$ cat src/verilog/sdmrs_pkg.sv
//Contract
//- setting the mode-set trigger runs one bus cycle loading the sdram mode register; the code drops it without a prior precharge or on a miss.
//- first cycle after trigger drives the mode value on sdram a[10:0].
//- sdram a10..a7=cpu a20..a17, a6..a4=a9,a10,a11, a3..a0=a12..a15.
//- mode-set address bits 31:20 equal the programmed base address; the code skips bits whose mask bit is set.
//- bit 19 must be one, else the sdram is not selected; the code matches it to base bit 19 unless mask bit 19 is set.
//- trigger reads zero when no mode-set command is started.
package sdmrs_pkg;
    localparam logic [3:0]  REG_REFRESH_CTRL  = 4'h0;
    localparam logic [3:0]  REG_ADDR_CTRL     = 4'h4;
    localparam logic [3:0]  REG_ADDR_MASK     = 4'h8;
    localparam logic [3:0]  REG_MODE_ADDR     = 4'hC;
    localparam logic [3:0]  REG_STATUS        = 4'h0 + 4'h0;
    localparam logic [31:0] RST_REFRESH_CTRL  = 32'h0000_0000;
    localparam logic [31:0] RST_ADDR_CTRL     = 32'h0000_0000;
    localparam logic [31:0] RST_ADDR_MASK     = 32'h0000_0000;
    localparam int          ACR_PRECHARGE_BIT = 3;
    localparam int          ACR_TRIGGER_BIT   = 6;
    localparam int          BASE_LSB          = 20;
    localparam int          MATCH_BIT         = 19;
    localparam int          MASK_LSB          = 16;
    localparam int          RD_WIDTH          = 32;
    localparam int          MODE_WIDTH        = 11;
    localparam int          PRECHARGE_CYCLES  = 2;
    typedef enum logic [1:0] {SDMRS_IDLE, SDMRS_PRECH, SDMRS_MODE} sdmrs_state_t;
endpackage : sdmrs_pkg

$ cat src/verilog/sdmrs_addr_map.sv
// pure wiring from processor address to sdram mode lines
module sdmrs_addr_map
    import sdmrs_pkg::*;
(
    input  wire logic [31:0]           cpu_addr_i,  // processor address
    output logic      [MODE_WIDTH-1:0] mode_o       // sdram a[10:0]
);
    always_comb
    begin
        mode_o[10:7] = cpu_addr_i[20:17];
        mode_o[6]    = cpu_addr_i[9];
        mode_o[5]    = cpu_addr_i[10];
        mode_o[4]    = cpu_addr_i[11];
        mode_o[3]    = cpu_addr_i[12];
        mode_o[2]    = cpu_addr_i[13];
        mode_o[1]    = cpu_addr_i[14];
        mode_o[0]    = cpu_addr_i[15];
    end
endmodule : sdmrs_addr_map

$ cat src/verilog/sdmrs_top.sv
// Local design decisions: strobed register access and the address map.
module sdmrs_top
    import sdmrs_pkg::*;
(
    input  wire logic                  core_clk_i,  // 10 mhz bus clock
    input  wire logic                  rst_n_i,     // async reset, active low
    input  wire logic                  clk_en_i,    // freezes all state but the reset synchronizer when low
    input  wire logic [3:0]            reg_addr_i,  // register byte offset
    input  wire logic [31:0]           reg_wdata_i, // write data
    input  wire logic                  reg_wr_i,    // write strobe
    input  wire logic                  reg_rd_i,    // read strobe
    output logic      [31:0]           reg_rdata_o, // read data, cycle after strobe
    output logic      [MODE_WIDTH-1:0] sdram_a_o,   // sdram address a[10:0]
    output logic                       sdram_mrs_o, // mode-register-set command cycle
    output logic                       sdram_pre_o, // precharge-all command cycle
    output logic                       sdram_cs_o,  // sdram chip select
    output logic                       mode_hit_o   // mode-set address hits sdram region
);

    ////////////////////////////////////////////////////////////////////////////
    // elaboration checks

    // the line map is hard wired for eleven sdram address lines
    if (MODE_WIDTH != 11)
    begin : g_bad_mode_width
        $error("mode width must be 11");
    end

    // the match compare below is written for a sixteen bit field
    if (MASK_LSB != 16 || MATCH_BIT < MASK_LSB || MATCH_BIT > 31)
    begin : g_bad_match
        $error("match field out of range");
    end

    // the precharge counter is only two bits wide
    if (PRECHARGE_CYCLES < 1 || PRECHARGE_CYCLES > 4)
    begin : g_bad_precharge
        $error("precharge length out of range");
    end

    // trigger and precharge share one register and must not overlap
    if (ACR_TRIGGER_BIT == ACR_PRECHARGE_BIT || ACR_TRIGGER_BIT > 31 || ACR_PRECHARGE_BIT > 31)
    begin : g_bad_ctrl_bits
        $error("control bit positions out of range");
    end

    // every register and the read path are one 32 bit word
    if (RD_WIDTH != 32)
    begin : g_bad_rd_width
        $error("read width must be 32");
    end

    ////////////////////////////////////////////////////////////////////////////
    // reset release

    logic rst_s1_r;
    logic rst_n_r;

    always_ff @(posedge core_clk_i or negedge rst_n_i)
    begin
        if (!rst_n_i)
        begin
            rst_s1_r <= 1'b0;
            rst_n_r  <= 1'b0;
        end
        else
        begin
            rst_s1_r <= 1'b1;
            rst_n_r  <= rst_s1_r;
        end
    end

    ////////////////////////////////////////////////////////////////////////////
    // registers

    logic [31:0]      refresh_r, refresh_nxt;
    logic [31:0]      acr_r, acr_nxt;
    logic [31:0]      mask_r, mask_nxt;
    logic [31:0]      mode_addr_r, mode_addr_nxt;
    logic [31:0]      rdata_r, rdata_nxt;
    logic             banks_idle_r, banks_idle_nxt;
    sdmrs_state_t     state_r, state_nxt;
    logic [1:0]       cnt_r, cnt_nxt;
    logic [MODE_WIDTH-1:0] mode_lines;
    logic [MODE_WIDTH-1:0] a_r, a_nxt;
    logic             mrs_r, mrs_nxt;
    logic             pre_r, pre_nxt;
    logic             hit;
    logic             trig_set;
    logic             pre_set;

    sdmrs_addr_map sdmrs_addr_map_inst (
        .cpu_addr_i (mode_addr_r),
        .mode_o     (mode_lines)
    );

    // base address match, masked bits ignored; bit 19 must hit unless masked
    always_comb
    begin
        hit = (((mode_addr_r[31:MASK_LSB] ^ acr_r[31:MASK_LSB]) & ~mask_r[31:MASK_LSB]) == 16'h0000);
    end

    always_comb
    begin
        trig_set = reg_wr_i && (reg_addr_i == REG_ADDR_CTRL) && reg_wdata_i[ACR_TRIGGER_BIT];
        pre_set  = reg_wr_i && (reg_addr_i == REG_ADDR_CTRL) && reg_wdata_i[ACR_PRECHARGE_BIT];
    end

    always_comb
    begin
        refresh_nxt    = refresh_r;
        acr_nxt        = acr_r;
        mask_nxt       = mask_r;
        mode_addr_nxt  = mode_addr_r;
        rdata_nxt      = 32'h0000_0000;
        state_nxt      = state_r;
        cnt_nxt        = cnt_r;
        banks_idle_nxt = banks_idle_r;
        a_nxt          = a_r;
        mrs_nxt        = 1'b0;
        pre_nxt        = 1'b0;
        if (reg_wr_i)
        begin
            case (reg_addr_i)
                REG_REFRESH_CTRL: refresh_nxt   = reg_wdata_i;
                REG_ADDR_CTRL:    acr_nxt       = reg_wdata_i;
                REG_ADDR_MASK:    mask_nxt      = reg_wdata_i;
                REG_MODE_ADDR:    mode_addr_nxt = reg_wdata_i;
                default:          ;
            endcase
        end
        if (reg_rd_i)
        begin
            case (reg_addr_i)
                REG_REFRESH_CTRL: rdata_nxt = refresh_r;
                REG_ADDR_CTRL:    rdata_nxt = acr_r;
                REG_ADDR_MASK:    rdata_nxt = mask_r;
                REG_MODE_ADDR:    rdata_nxt = mode_addr_r;
                default:          rdata_nxt = 32'h0000_0000;
            endcase
        end
        case (state_r)
            SDMRS_IDLE:
            begin
                if (acr_r[ACR_PRECHARGE_BIT])
                begin
                    state_nxt = SDMRS_PRECH;
                    cnt_nxt   = 2'(PRECHARGE_CYCLES - 1);
                    pre_nxt   = 1'b1;
                end
                else if (acr_r[ACR_TRIGGER_BIT])
                begin
                    // a trigger without precharge or outside the region is dropped
                    if (banks_idle_r && hit)
                    begin
                        state_nxt = SDMRS_MODE;
                        a_nxt     = mode_lines;
                        mrs_nxt   = 1'b1;
                    end
                    if (!trig_set)
                        acr_nxt[ACR_TRIGGER_BIT] = 1'b0;
                end
            end
            SDMRS_PRECH:
            begin
                if (cnt_r == 2'h0)
                begin
                    state_nxt      = SDMRS_IDLE;
                    banks_idle_nxt = 1'b1;
                    if (!pre_set)
                        acr_nxt[ACR_PRECHARGE_BIT] = 1'b0;
                end
                else
                    cnt_nxt = cnt_r - 2'h1;
            end
            SDMRS_MODE:
            begin
                // one command cycle only
                state_nxt = SDMRS_IDLE;
                a_nxt     = '0;
            end
            default: state_nxt = SDMRS_IDLE;
        endcase
    end

    always_ff @(posedge core_clk_i or negedge rst_n_r)
    begin
        if (!rst_n_r)
        begin
            refresh_r    <= RST_REFRESH_CTRL;
            acr_r        <= RST_ADDR_CTRL;
            mask_r       <= RST_ADDR_MASK;
            mode_addr_r  <= 32'h0000_0000;
            rdata_r      <= 32'h0000_0000;
            state_r      <= SDMRS_IDLE;
            cnt_r        <= 2'h0;
            // bank state is unknown after reset, so a mode set first needs a precharge
            banks_idle_r <= 1'b0;
            a_r          <= '0;
            mrs_r        <= 1'b0;
            pre_r        <= 1'b0;
        end
        // enable low holds every register; strobes seen then are lost, not queued
        else if (clk_en_i)
        begin
            refresh_r    <= refresh_nxt;
            acr_r        <= acr_nxt;
            mask_r       <= mask_nxt;
            mode_addr_r  <= mode_addr_nxt;
            rdata_r      <= rdata_nxt;
            state_r      <= state_nxt;
            cnt_r        <= cnt_nxt;
            banks_idle_r <= banks_idle_nxt;
            a_r          <= a_nxt;
            mrs_r        <= mrs_nxt;
            pre_r        <= pre_nxt;
        end
    end

    always_comb
    begin
        reg_rdata_o = rdata_r;
        sdram_a_o   = a_r;
        sdram_mrs_o = mrs_r;
        sdram_pre_o = pre_r;
        sdram_cs_o  = mrs_r | pre_r;
        mode_hit_o  = hit;
    end

endmodule : sdmrs_top

$ cat config.mk
export PLATFORM = sky130hd
export DESIGN_NAME = sdmrs_top
export DESIGN_NICKNAME = d
export VERILOG_FILES = /design/src/verilog/sdmrs_pkg.sv /design/src/verilog/sdmrs_addr_map.sv /design/src/verilog/sdmrs_top.sv
export SDC_FILE = /design/constraint.sdc
export NUM_CORES = 1
export LEC_CHECK = 0
export ABC_AREA = 1
export BUFFER_PORTS_ARGS = -buffer_cell sky130_fd_sc_hd__buf_2
export CORE_MARGIN = 10
export CORE_UTILIZATION = 58
export CTS_CLUSTER_DIAMETER = 100
export DETAILED_ROUTE_END_ITERATION = 10
export GPL_TIMING_DRIVEN = 0
export PLACE_DENSITY = 0.87
export SETUP_SLACK_MARGIN = 0.2
export SKIP_LAST_GASP = 1
export SLEW_MARGIN = 30
export SYNTH_ARGS = -nofsm -noshare
export SYNTH_HDL_FRONTEND = slang
export SYNTH_SLANG_ARGS = --single-unit
$ cat constraint.sdc
create_clock -name core_clk_i -period 5.98 [get_ports core_clk_i]
set_input_delay 1.196 -clock core_clk_i [delete_from_list [all_inputs] [get_ports core_clk_i]]
set_output_delay 1.196 -clock core_clk_i [all_outputs]
set_load 0.05 [all_outputs]
==> results of run 1 <==
## cells by family (layout without fill, tap and decap cells)
group / after synthesis / count (layout) / share of synthesized area [%]
compound gates: 164 / 164 / 12.0
buf+inv: 130 / 251 / 6.69
fa+ha+maj: 1 / 1 / 0.159
flops: 180 / 180 / 57.4
other cells: 1 / 1 / 0.0478
simple gates: 447 / 447 / 23.7
## cell type report
type	instances	area [um^2]	share of cell area (%)
flip-flops and latches	180	4510	49.3
clock buffers	27	513	5.61
repair buffers	90	503	5.51
clock inverters	4	45.0	0.493
inverters	83	312	3.41
multi-input cells	613	2820	30.9
well taps	176	220	2.41
plain buffers	47	214	2.34
## sequential cells by signal, indices dropped and copies added (netlist names)
register,count
sdram_a_o,11
rst_s1_r,1
rst_n_r,1
banks_idle_r,1
sdram_mrs_o,1
mask_r,32
cnt_r,2
mode_addr_r,32
acr_r,32
sdram_pre_o,1
refresh_r,32
state_r,2
reg_rdata_o,32
## metrics by stage
step	hold slack (ns)	TNS, ns	setup WS (ns)
floorplan	0.331	0	0.593
global placement	0.336	-193.72	-1.10
detailed placement	0.338	0	2.97
CTS	0.345	0	2.76
global route	0.352	0	2.70
finish	0.327	0	2.79
## worst paths after layout
check	from	depth (start not counted)	slack, ns	endpoint
max in group asynchronous	rst_n_r	2	4.71	mode_addr_r[13]
min	rst_n_r	0	0.33	reg_rdata_o[8]
min reg2reg	rst_n_r	0	0.33	reg_rdata_o[8]
min in group core_clk_i	rst_s1_r	0	0.35	rst_n_r
max	mode_addr_r[20]	6	2.79	mode_hit_o
max reg2reg	mode_addr_r[17]	13	4.20	sdram_a_o[6]
## per-layer routing
metal	routed length [um]	up-vias	GRT usage (%)
met4	621	0	9.94
met5	0	-	0
met3	1960	70	5.98
met1	8400	3306	29.1
li1	-	3186	-
met2	10600	386	39.3
## cells in the final DEF (no fill, tap or decap), types with 17 or more instances in the layout
master,count
nand3_1,20
clkbuf_16,17
nor2_1,37
a22o_1,32
inv_1,82
buf_2,114
dfrtp_1,179
nand4_1,33
clkbuf_1,24
o21ai_1,68
o21ai_0,63
nand2_1,340
## power by group through the flow
stage | sequential [uW] | clock, uW | combinational [uW]
3_5_place_dp | 1580 | 0 | 625
3_3_place_gp | 1590 | 0 | 574
6_report | 1570 | 1060 | 637
5_1_grt | 1590 | 1110 | 719
2_1_floorplan | 1650 | 0 | 372
4_1_cts | 1560 | 1060 | 637
## critical path, stage by stage (launching register included)
cell and delay (ns):
dfrtp_1 0.43, nor2_1 0.12, nor2_1 0.05, nor2_1 0.15
nand2_1 0.09, nor4_1 0.39, buf_2 0.34
==> metrics.yaml, run 1 <==
status:
  outcome: "complete, no violations"
global_route:
  grt_pass1_wl_mm: 34.5
  grt-ovfl-total: 0
  track_usage_pct: 23.8
  antenna_found_initial: 0
  grt_pass1_vias: 6881
  grt_max_degree: 54
place:
  place.gp.congestion: 0.869
  postPlaceCellArea_um2: 8580
  dpl.cell_count: 1189
  hpwlAfterDp_mm: 14.6
  io_buffer_count: 87
power_and_ir_drop:
  cellInternalPower_uw: 2250
  powerDensity_nw_per_um2: 358
  power_frac_seq_pct: 48.0
  comb_power_share_pct: 19.5
  p_clk_share_pct: 32.5
  peakVddDrop_v: 0.000227
  design_power_total_uw: 3270
  p_switching_uw: 1020
  leakagePower_uw: 0.00475
  switching_share_pct: 31.2
layout:
  utilization_pct: 69.0
  fill_cells: 1037
  areaGrowthSynthToFinish_pct: 16.4
  drive_gt1_share_pct: 14.9
  stdcell_count: 1220
  n_antenna_cell: 0
  stdcell_area_um2: 9140
  final_net_count: 1074
clock_network:
  cts.clk_slew.worst_paths_ns: 0.06
  worstSkewPairLatency_ns: 0.44
  cts_max_path_buffers: 2
  hold_buffers: 0
  cts_tree: "built"
  clock_sinks: 180
  clock_tree.root_cell: "clkbuf_16"
  cts_buffers: 17
  post-cts-setup-buffers: 0
  post_cts_resized: 0
  htreeDepth: 4
die:
  die_area_um2: 18600
  num_rows: 42
  fp.dieH_um: 136
  pin_count: 88
  coreArea_um2: 13200
  die_x_um: 136
  initial_core_util_pct: 59.3
sta:
  finalSetupViolCount: 0
  min_period_ns: 3.19
  rsz0062_at_grt: "no"
  tightest_slew_ns: 0.663
  maxSlewHeadroom_pct: 55.7
  finalCritPeriodShare_pct: 53.4
  fin_skew_ns: 0.00697
  fmax_mhz: 313
  hold_viol: 0
  slew_viol_final: 0
detailed_routing:
  drt_wl_total_mm: 21.6
  wl_per_cell_um: 17.7
  vias: 6948
  drtIter0Drc: 685
  drc_errors: 0
  ant_nets: 0
  viasPerCell: 5.70
  dr.pass1.iters: 5
critical_path:
  critPathArrivalTime_ns: 2.00
  cp.required_ns: 4.78
  start_kind: "flip-flop"
  critPathMaxFanout: 5
  crit_type: "reg2out"
  critPathCaptureType: "primary output"
yosys:
  synth.area.top_cells: "dfrtp_1, nand2_1, o21ai_1"
  synth_top_cells_by_count: "nand2_1, dfrtp_1, inv_1, o21ai_1, o21ai_0"
  synthesis.area_um2: 7850
  yosysTopAreaCell: "dfrtp_1"
  synth_fp_nets: 965
  synth_area_per_cell_um2: 8.51
  synth_edf_count: 0
  ys_ff_latch: 180
  synth_seq_area_share_pct: 57.4
  syn_inst: 923
  ys_warn_count: 0
  synthArstFlopShare_pct: 100
  synth_most_common_cell: "nand2_1"
  synthFlopType: "dfrtp_1"
  synth_top_area_share_pct: 57.4
  synthDistinctLibCells: 25
min_path:
  hold_path_class: "reg2async"
job:
  cap_violations: 0
Note: power is estimated with default switching activity, not from simulation.
==> inputs of run 2 (changes only) <==
--- a/config.mk
+++ b/config.mk
@@ -5,7 +5,7 @@
 export SDC_FILE = /design/constraint.sdc
 export NUM_CORES = 1
 export LEC_CHECK = 0
-export ABC_AREA = 1
+export ABC_AREA = 0
 export BUFFER_PORTS_ARGS = -buffer_cell sky130_fd_sc_hd__buf_2
 export CORE_MARGIN = 10
 export CORE_UTILIZATION = 58
==> constraint.sdc (replaced) <==
create_clock -name core_clk_i -period 3.2 [get_ports core_clk_i]
set_input_delay 0.64 -clock core_clk_i [delete_from_list [all_inputs] [get_ports core_clk_i]]
set_output_delay 0.64 -clock core_clk_i [all_outputs]
set_load 0.05 [all_outputs]
==> metrics.yaml, run 2 <==
clock_network:
  worstSkewPairLatency_ns: 0.43  # about the same
  clock_tree.root_cell: "clkbuf_16"
  clock_sinks: 180  # unchanged
  cts_max_path_buffers: 2  # unchanged
  cts_buffers: 17  # unchanged
  cts_tree: "built"
  htreeDepth: 4  # unchanged
  cts.clk_slew.worst_paths_ns: 0.06  # about the same
detailed_routing:
  drc_errors: 0  # unchanged
  vias: 5489  # -21%
  dr.pass1.iters: 5  # unchanged
  drt_wl_total_mm: 20.4  # -5.4%
  viasPerCell: 6.15  # +8.1%
  ant_nets: 0  # unchanged
  drtIter0Drc: 395  # -42%
  wl_per_cell_um: 22.9  # +29%
layout:
  fill_cells: 859  # -17%
  stdcell_count: 892  # -27%
  areaGrowthSynthToFinish_pct: 17.9
  drive_gt1_share_pct: 25.5  # +11 points
  final_cell_mix: "dfrtp_1, mux2_1, buf_2"
  final_net_count: 744  # -31%
  final_common_cell: "dfrtp_1"
die:
  die_area_um2: 18700  # +0.45%
  num_rows: 42  # unchanged
  fp.dieH_um: 137  # +0.22%
  initial_core_util_pct: 59.4  # +0.076 points
  coreArea_um2: 13300  # +0.40%
  pin_count: 88  # unchanged
  die_x_um: 137  # +0.22%
global_route:
  grt-ovfl-total: 0  # unchanged
  grt_pass1_wl_mm: 31.8  # -7.7%
  grt_pass1_vias: 5877  # -15%
  antenna_found_initial: 1  # +1
  track_usage_pct: 22.1  # -1.7 points
  grt_max_degree: 50  # -7.4%
yosys:
  synth_seq_area_share_pct: 57.1  # -0.30 points
  synthDistinctLibCells: 33  # +32%
  synth_fp_nets: 630  # -35%
  synth_top_area_share_pct: 57.1  # -0.30 points
  syn_inst: 588  # -36%
  ys_ff_latch: 180  # unchanged
  synthArstFlopShare_pct: 100  # unchanged
  synth.area.top_cells: "dfrtp_1, mux2_1, mux2_4"
  yosysTopAreaCell: "dfrtp_1"
  synthesis.area_um2: 7890  # +0.53%
  synthFlopType: "dfrtp_1"
  synth_area_per_cell_um2: 13.4  # +58%
  ys_warn_count: 0  # unchanged
  synth_most_common_cell: "dfrtp_1"
  synth_top_cells_by_count: "dfrtp_1, mux2_1, o22ai_1, inv_1"
  synth_edf_count: 0  # unchanged
power_and_ir_drop:
  peakVddDrop_v: 0.000400  # +76%
  cellInternalPower_uw: 4400  # +95%
  power_frac_seq_pct: 48.8  # +0.8 points
  p_clk_share_pct: 37.2  # +4.7 points
  comb_power_share_pct: 14.0  # -5.5 points
  powerDensity_nw_per_um2: 640  # +79%
  design_power_total_uw: 5950  # +82%
  p_switching_uw: 1560  # +53%
  switching_share_pct: 26.2  # -5.1 points
  leakagePower_uw: 0.00439  # -7.5%
sta:
  finalCritPeriodShare_pct: 90.4
  tightest_slew_ns: 0.798  # +0.135 ns
  hold_viol: 0  # unchanged
  rsz0062_at_grt: "no"
  slew_viol_final: 0  # unchanged
  fmax_mhz: 346
  fin_skew_ns: 0.00707  # +0.000103 ns
  maxSlewHeadroom_pct: 46.7  # -9.0 points
  min_period_ns: 2.89
  finalSetupViolCount: 0  # unchanged
min_path:
  hold_depth: 0
  hold_path_class: "reg2reg"
critical_path:
  reg2reg_depth: 6  # -7
  critPathMaxFanout: 10  # +5
  critPathCaptureType: "primary output"
  start_kind: "flip-flop"
  crit_type: "reg2out"
  critPathArrivalTime_ns: 2.25  # +0.25 ns
  cp.required_ns: 2.56  # -2.22 ns
place:
  dpl.cell_count: 854  # -28%
  io_buffer_count: 87  # unchanged
  place.gp.congestion: 0.847  # -2.6%
  hpwlAfterDp_mm: 13.7  # -5.8%
status:
  outcome: "complete, no violations"
job:
  cap_violations: 0  # unchanged
==> run 2: repair_timing <==
item / in CTS / in global routing
endpoints found under the hold margin: 2 / 0
hold buffers: 1 / 0
resized for setup: 1 / 4
setup endpoints to repair: 1 / 1
setup buffers: 0 / 4
pin swaps: 0 / 1
==> run 2: cells by family (layout without fill, tap and decap cells) <==
logic type,Yosys count,count (layout),share of synthesized area [%]
AOI/OAI and AO/OA,139,139,13.0
xor gates and xnor gates,16,16,1.78
adders and majority gates,1,1,0.159
buffers and inverters,81,208,4.74
DFF,180,180,57.1
muxes,138,138,20.9
other,1,2,0.0475
and+or+nand+nor,32,32,2.28
==> run 2: cell type report <==
class	count	area [um^2]	area share [%]
inverters	39	146	1.57
multi-input cells	327	3030	32.6
well taps	176	220	2.37
clock buffers	23	508	5.46
clock inverters	9	123	1.32
repair buffers	95	538	5.78
plain buffers	42	230	2.47
diodes	1	2.50	0.0269
flip-flops and latches	180	4510	48.4
==> run 2: power by group through the flow <==
stage          Combinational [uW]  Clock [uW]  Sequential (uW)
2_1_floorplan                 550           0             2900
3_3_place_gp                  714           0             2920
3_5_place_dp                  805           0             2930
4_1_cts                       818        2210             2900
5_1_grt                       901        2310             2940
6_report                      831        2220             2900
==> run 2: worst paths after layout <==
kind                                       from           end  slack [ns]
worst max-delay path            mode_addr_r[19]    mode_hit_o        0.31
worst min-delay path                   rst_s1_r       rst_n_r        0.35
worst max register to register       state_r[1]  sdram_a_o[1]        1.21
worst min register to register         rst_s1_r       rst_n_r        0.35
max in group asynchronous               rst_n_r      cnt_r[0]        1.61
min in group asynchronous               rst_n_r     acr_r[28]        0.36
==> run 2: layer usage <==
layer | GRT usage [%] | share of wire [%] | vias up
met5 | 0 | 0 | -
met4 | 11.3 | 3.4 | 0
met3 | 4.47 | 6.0 | 41
met2 | 36.1 | 49 | 214
met1 | 27.2 | 41 | 2833
li1 | - | - | 2401
==> run 2: critical path, stage by stage, from the launching register on <==
cell,delay (ns)
dfrtp_1,0.45
xnor2_1,0.21
o22ai_1,0.13
nor4_2,0.34
nand2_2,0.17
clkbuf_4,0.25
inv_2,0.06
clkbuf_4,0.22
==> run 2: through the flow <==
step | hold WS (ns) | TNS [ns] | setup WS (ns) | util (%) | area, um^2
3_5_place_dp | 0.340 | 0 | 0.572 | 64.8 | 8610
2_1_floorplan | 0.331 | 0 | 0.228 | - | 7890
4_1_cts | 0.355 | 0 | 0.210 | 69.6 | 9260
3_3_place_gp | 0.336 | -103.12 | -0.592 | 64.3 | 8550
5_1_grt | 0.358 | 0 | 0.186 | 70.0 | 9310
6_report | 0.354 | 0 | 0.307 | 70.0 | 9310
==> inputs of run 3 (changes only) <==
--- a/config.mk
+++ b/config.mk
@@ -12,7 +12,7 @@
 export CTS_CLUSTER_DIAMETER = 100
 export DETAILED_ROUTE_END_ITERATION = 10
 export GPL_TIMING_DRIVEN = 0
-export PLACE_DENSITY = 0.87
+export PLACE_DENSITY = 0.88
 export SETUP_SLACK_MARGIN = 0.2
 export SKIP_LAST_GASP = 1
 export SLEW_MARGIN = 30
==> metrics.yaml, run 3 (synthesis gave the netlist of run 2 again) <==
sta:
  hold_viol: 0  # unchanged
  setup_ws_ns: 0.222  # -0.0846 ns
  finalSetupViolCount: 0  # unchanged
  tightest_slew_ns: 0.801  # +0.00271 ns
  fin_skew_ns: 0.00674  # -0.000328 ns
  rsz0062_at_grt: "no"
  finalCritPeriodShare_pct: 93.0  # +2.6 points
  min_period_ns: 2.98  # +0.0846 ns
  slew_viol_final: 0  # unchanged
  maxSlewHeadroom_pct: 46.6  # about the same
  setup_tns_ns: 0  # unchanged
  fmax_mhz: 336  # -2.8%
global_route:
  grt_pass1_wl_mm: 32.7  # +2.8%
  antenna_found_initial: 3  # +2
  grt_pass1_vias: 6095  # +3.7%
  grt_max_degree: 52  # +4.0%
  grt-ovfl-total: 0  # unchanged
  track_usage_pct: 22.5  # +0.46 points
place:
  hpwlAfterDp_mm: 13.8  # +0.72%
  dpl.cell_count: 854  # unchanged
  io_buffer_count: 87  # unchanged
  pre_cts_ws_ns: 0.541  # -0.0311 ns
  place.gp.congestion: 0.857  # +1.2%
  postPlaceCellArea_um2: 8630  # +0.26%
layout:
  multiInputGateArea_um2: 3030  # unchanged
  final_common_cell: "dfrtp_1"
  utilization_pct: 70.3  # +0.27 points
  stdcell_area_um2: 9340  # +0.39%
  areaGrowthSynthToFinish_pct: 18.4
  final_net_count: 743  # -0.13%
  drive_gt1_share_pct: 25.0  # -0.49 points
  stdcell_count: 891  # -0.11%
  fill_cells: 828  # -3.6%
  final_cell_mix: "dfrtp_1, mux2_1, buf_2"
  seqCellArea_um2: 4510  # unchanged
clock_network:
  clock_sinks: 180  # unchanged
  cts_max_path_buffers: 2  # unchanged
  cts_buffers: 17  # unchanged
  clock_tree.root_cell: "clkbuf_16"
  cts.clk_slew.worst_paths_ns: 0.06  # about the same
  cts_tree: "built"
  htreeDepth: 4  # unchanged
  worstSkewPairLatency_ns: 0.44  # about the same
critical_path:
  critPathArrivalTime_ns: 2.34  # +0.09 ns
  critPathCaptureType: "primary output"
  startpoint: "mode_addr_r[19]"
  max_stage_delay_ns: 0.45  # about the same
  rr_startpoint: "state_r[1]"
  critPathMaxFanout: 10  # unchanged
  crit_family: "simple AND/OR/NAND/NOR gates"
  path_cells: "xnor2_1, o22ai_1, nor4_2, nand2_2, clkbuf_4, inv_2, buf_4"
  cp.required_ns: 2.56  # about the same
  cpMaxStageDelayCell: "dfrtp_1"
  crit_type: "reg2out"
  critPathBufInv: 3  # unchanged
  start_kind: "flip-flop"
power_and_ir_drop:
  peakVddDrop_v: 0.000379  # -5.4%
  leakagePower_uw: 0.00440  # about the same
  powerDensity_nw_per_um2: 648  # +1.3%
die:
  pin_count: 88  # unchanged
  initial_core_util_pct: 59.4  # unchanged
  die_x_um: 137  # unchanged
  coreArea_um2: 13300  # unchanged
  fp.dieH_um: 137  # unchanged
  num_rows: 42  # unchanged
  die_area_um2: 18700  # unchanged
detailed_routing:
  wl_per_cell_um: 23.4  # +2.1%
  drt_wl_total_mm: 20.8  # +2.0%
  vias: 5646  # +2.9%
  drc_errors: 0  # unchanged
  dr.pass1.iters: 7  # +2
  ant_nets: 0  # unchanged
  viasPerCell: 6.34  # +3.0%
  drtIter0Drc: 495  # +25%
min_path:
  hold_path_class: "reg2async"
job:
  cap_violations: 0  # unchanged
status:
  outcome: "complete, no violations"
run 3: cell types whose count changed in the layout (fill, tap and decap cells not counted):
cell        delta
buf_12         -3
clkbuf_8       -3
clkinv_2       -3
bufinv_16      +2
diode_2        +1
clkbuf_1       +2
clkbuf_4       -1
clkinvlp_4     +1
buf_16         +3
run 3: worst paths after layout:
check	depth (start not counted)	end	slack, ns
min in group core_clk_i	0	rst_n_r	0.35
worst max register to register	6	sdram_a_o[4]	1.18
worst max-delay path	7	mode_hit_o	0.22
max in group asynchronous	1	sdram_a_o[3]	2.26
worst min-delay path	0	mask_r[0]	0.31
worst min register to register	0	mask_r[0]	0.31
run 3: through the flow:
step	hold slack, ns	power (uW)
floorplan	0.331	3450
global placement	0.339	3640
detailed placement	0.324	3730
CTS	0.329	6020
global route	0.353	6270
finish	0.310	6050
run 3: cell type report:
class	count	share of cell area (%)
repair buffers	94	5.92
clock inverters	9	1.88
clock buffers	22	5.08
multi-input cells	327	32.4
flip-flops and latches	180	48.3
plain buffers	42	2.46
well taps	176	2.36
inverters	39	1.57
diodes	2	0.0536
run 3: power breakdown:
part / switching, uW / total (uW) / leakage [uW] / internal [uW]
sequential: 285 / 2910 / 0.00235 / 2630
combinational: 412 / 837 / 0.00174 / 424
clock: 862 / 2300 / 0.000312 / 1440
total: 1560 / 6050 / 0.00440 / 4490
run 3: metal layers:
| metal | vias to the layer above | wire length (um) | share of wire, % | global-route usage [%] |
|---|---|---|---|---|
| met3 | 48 | 1440 | 6.9 | 6.01 |
| met2 | 273 | 10500 | 50 | 37.0 |
| met5 | - | 18 | 0.086 | 0 |
| met4 | 2 | 592 | 2.8 | 11.5 |
| li1 | 2410 | - | - | - |
| met1 | 2913 | 8280 | 40 | 26.7 |
run 3: worst reg2reg max path, cell delays in order (launching register included):
cell	delay, ns
dfrtp_1	0.40
inv_1	0.13
nand2_1	0.21
nor4_1	0.46
clkbuf_1	0.41
a22oi_1	0.16
mux2i_1	0.18
run 3: repair_timing:
action                                 4_1_cts  5_1_grt
hold buffers                                 1        0
endpoints found under the hold margin        2        0
resized for setup                            2        3
buffers inserted                             0        3
setup endpoints to repair                    1        1
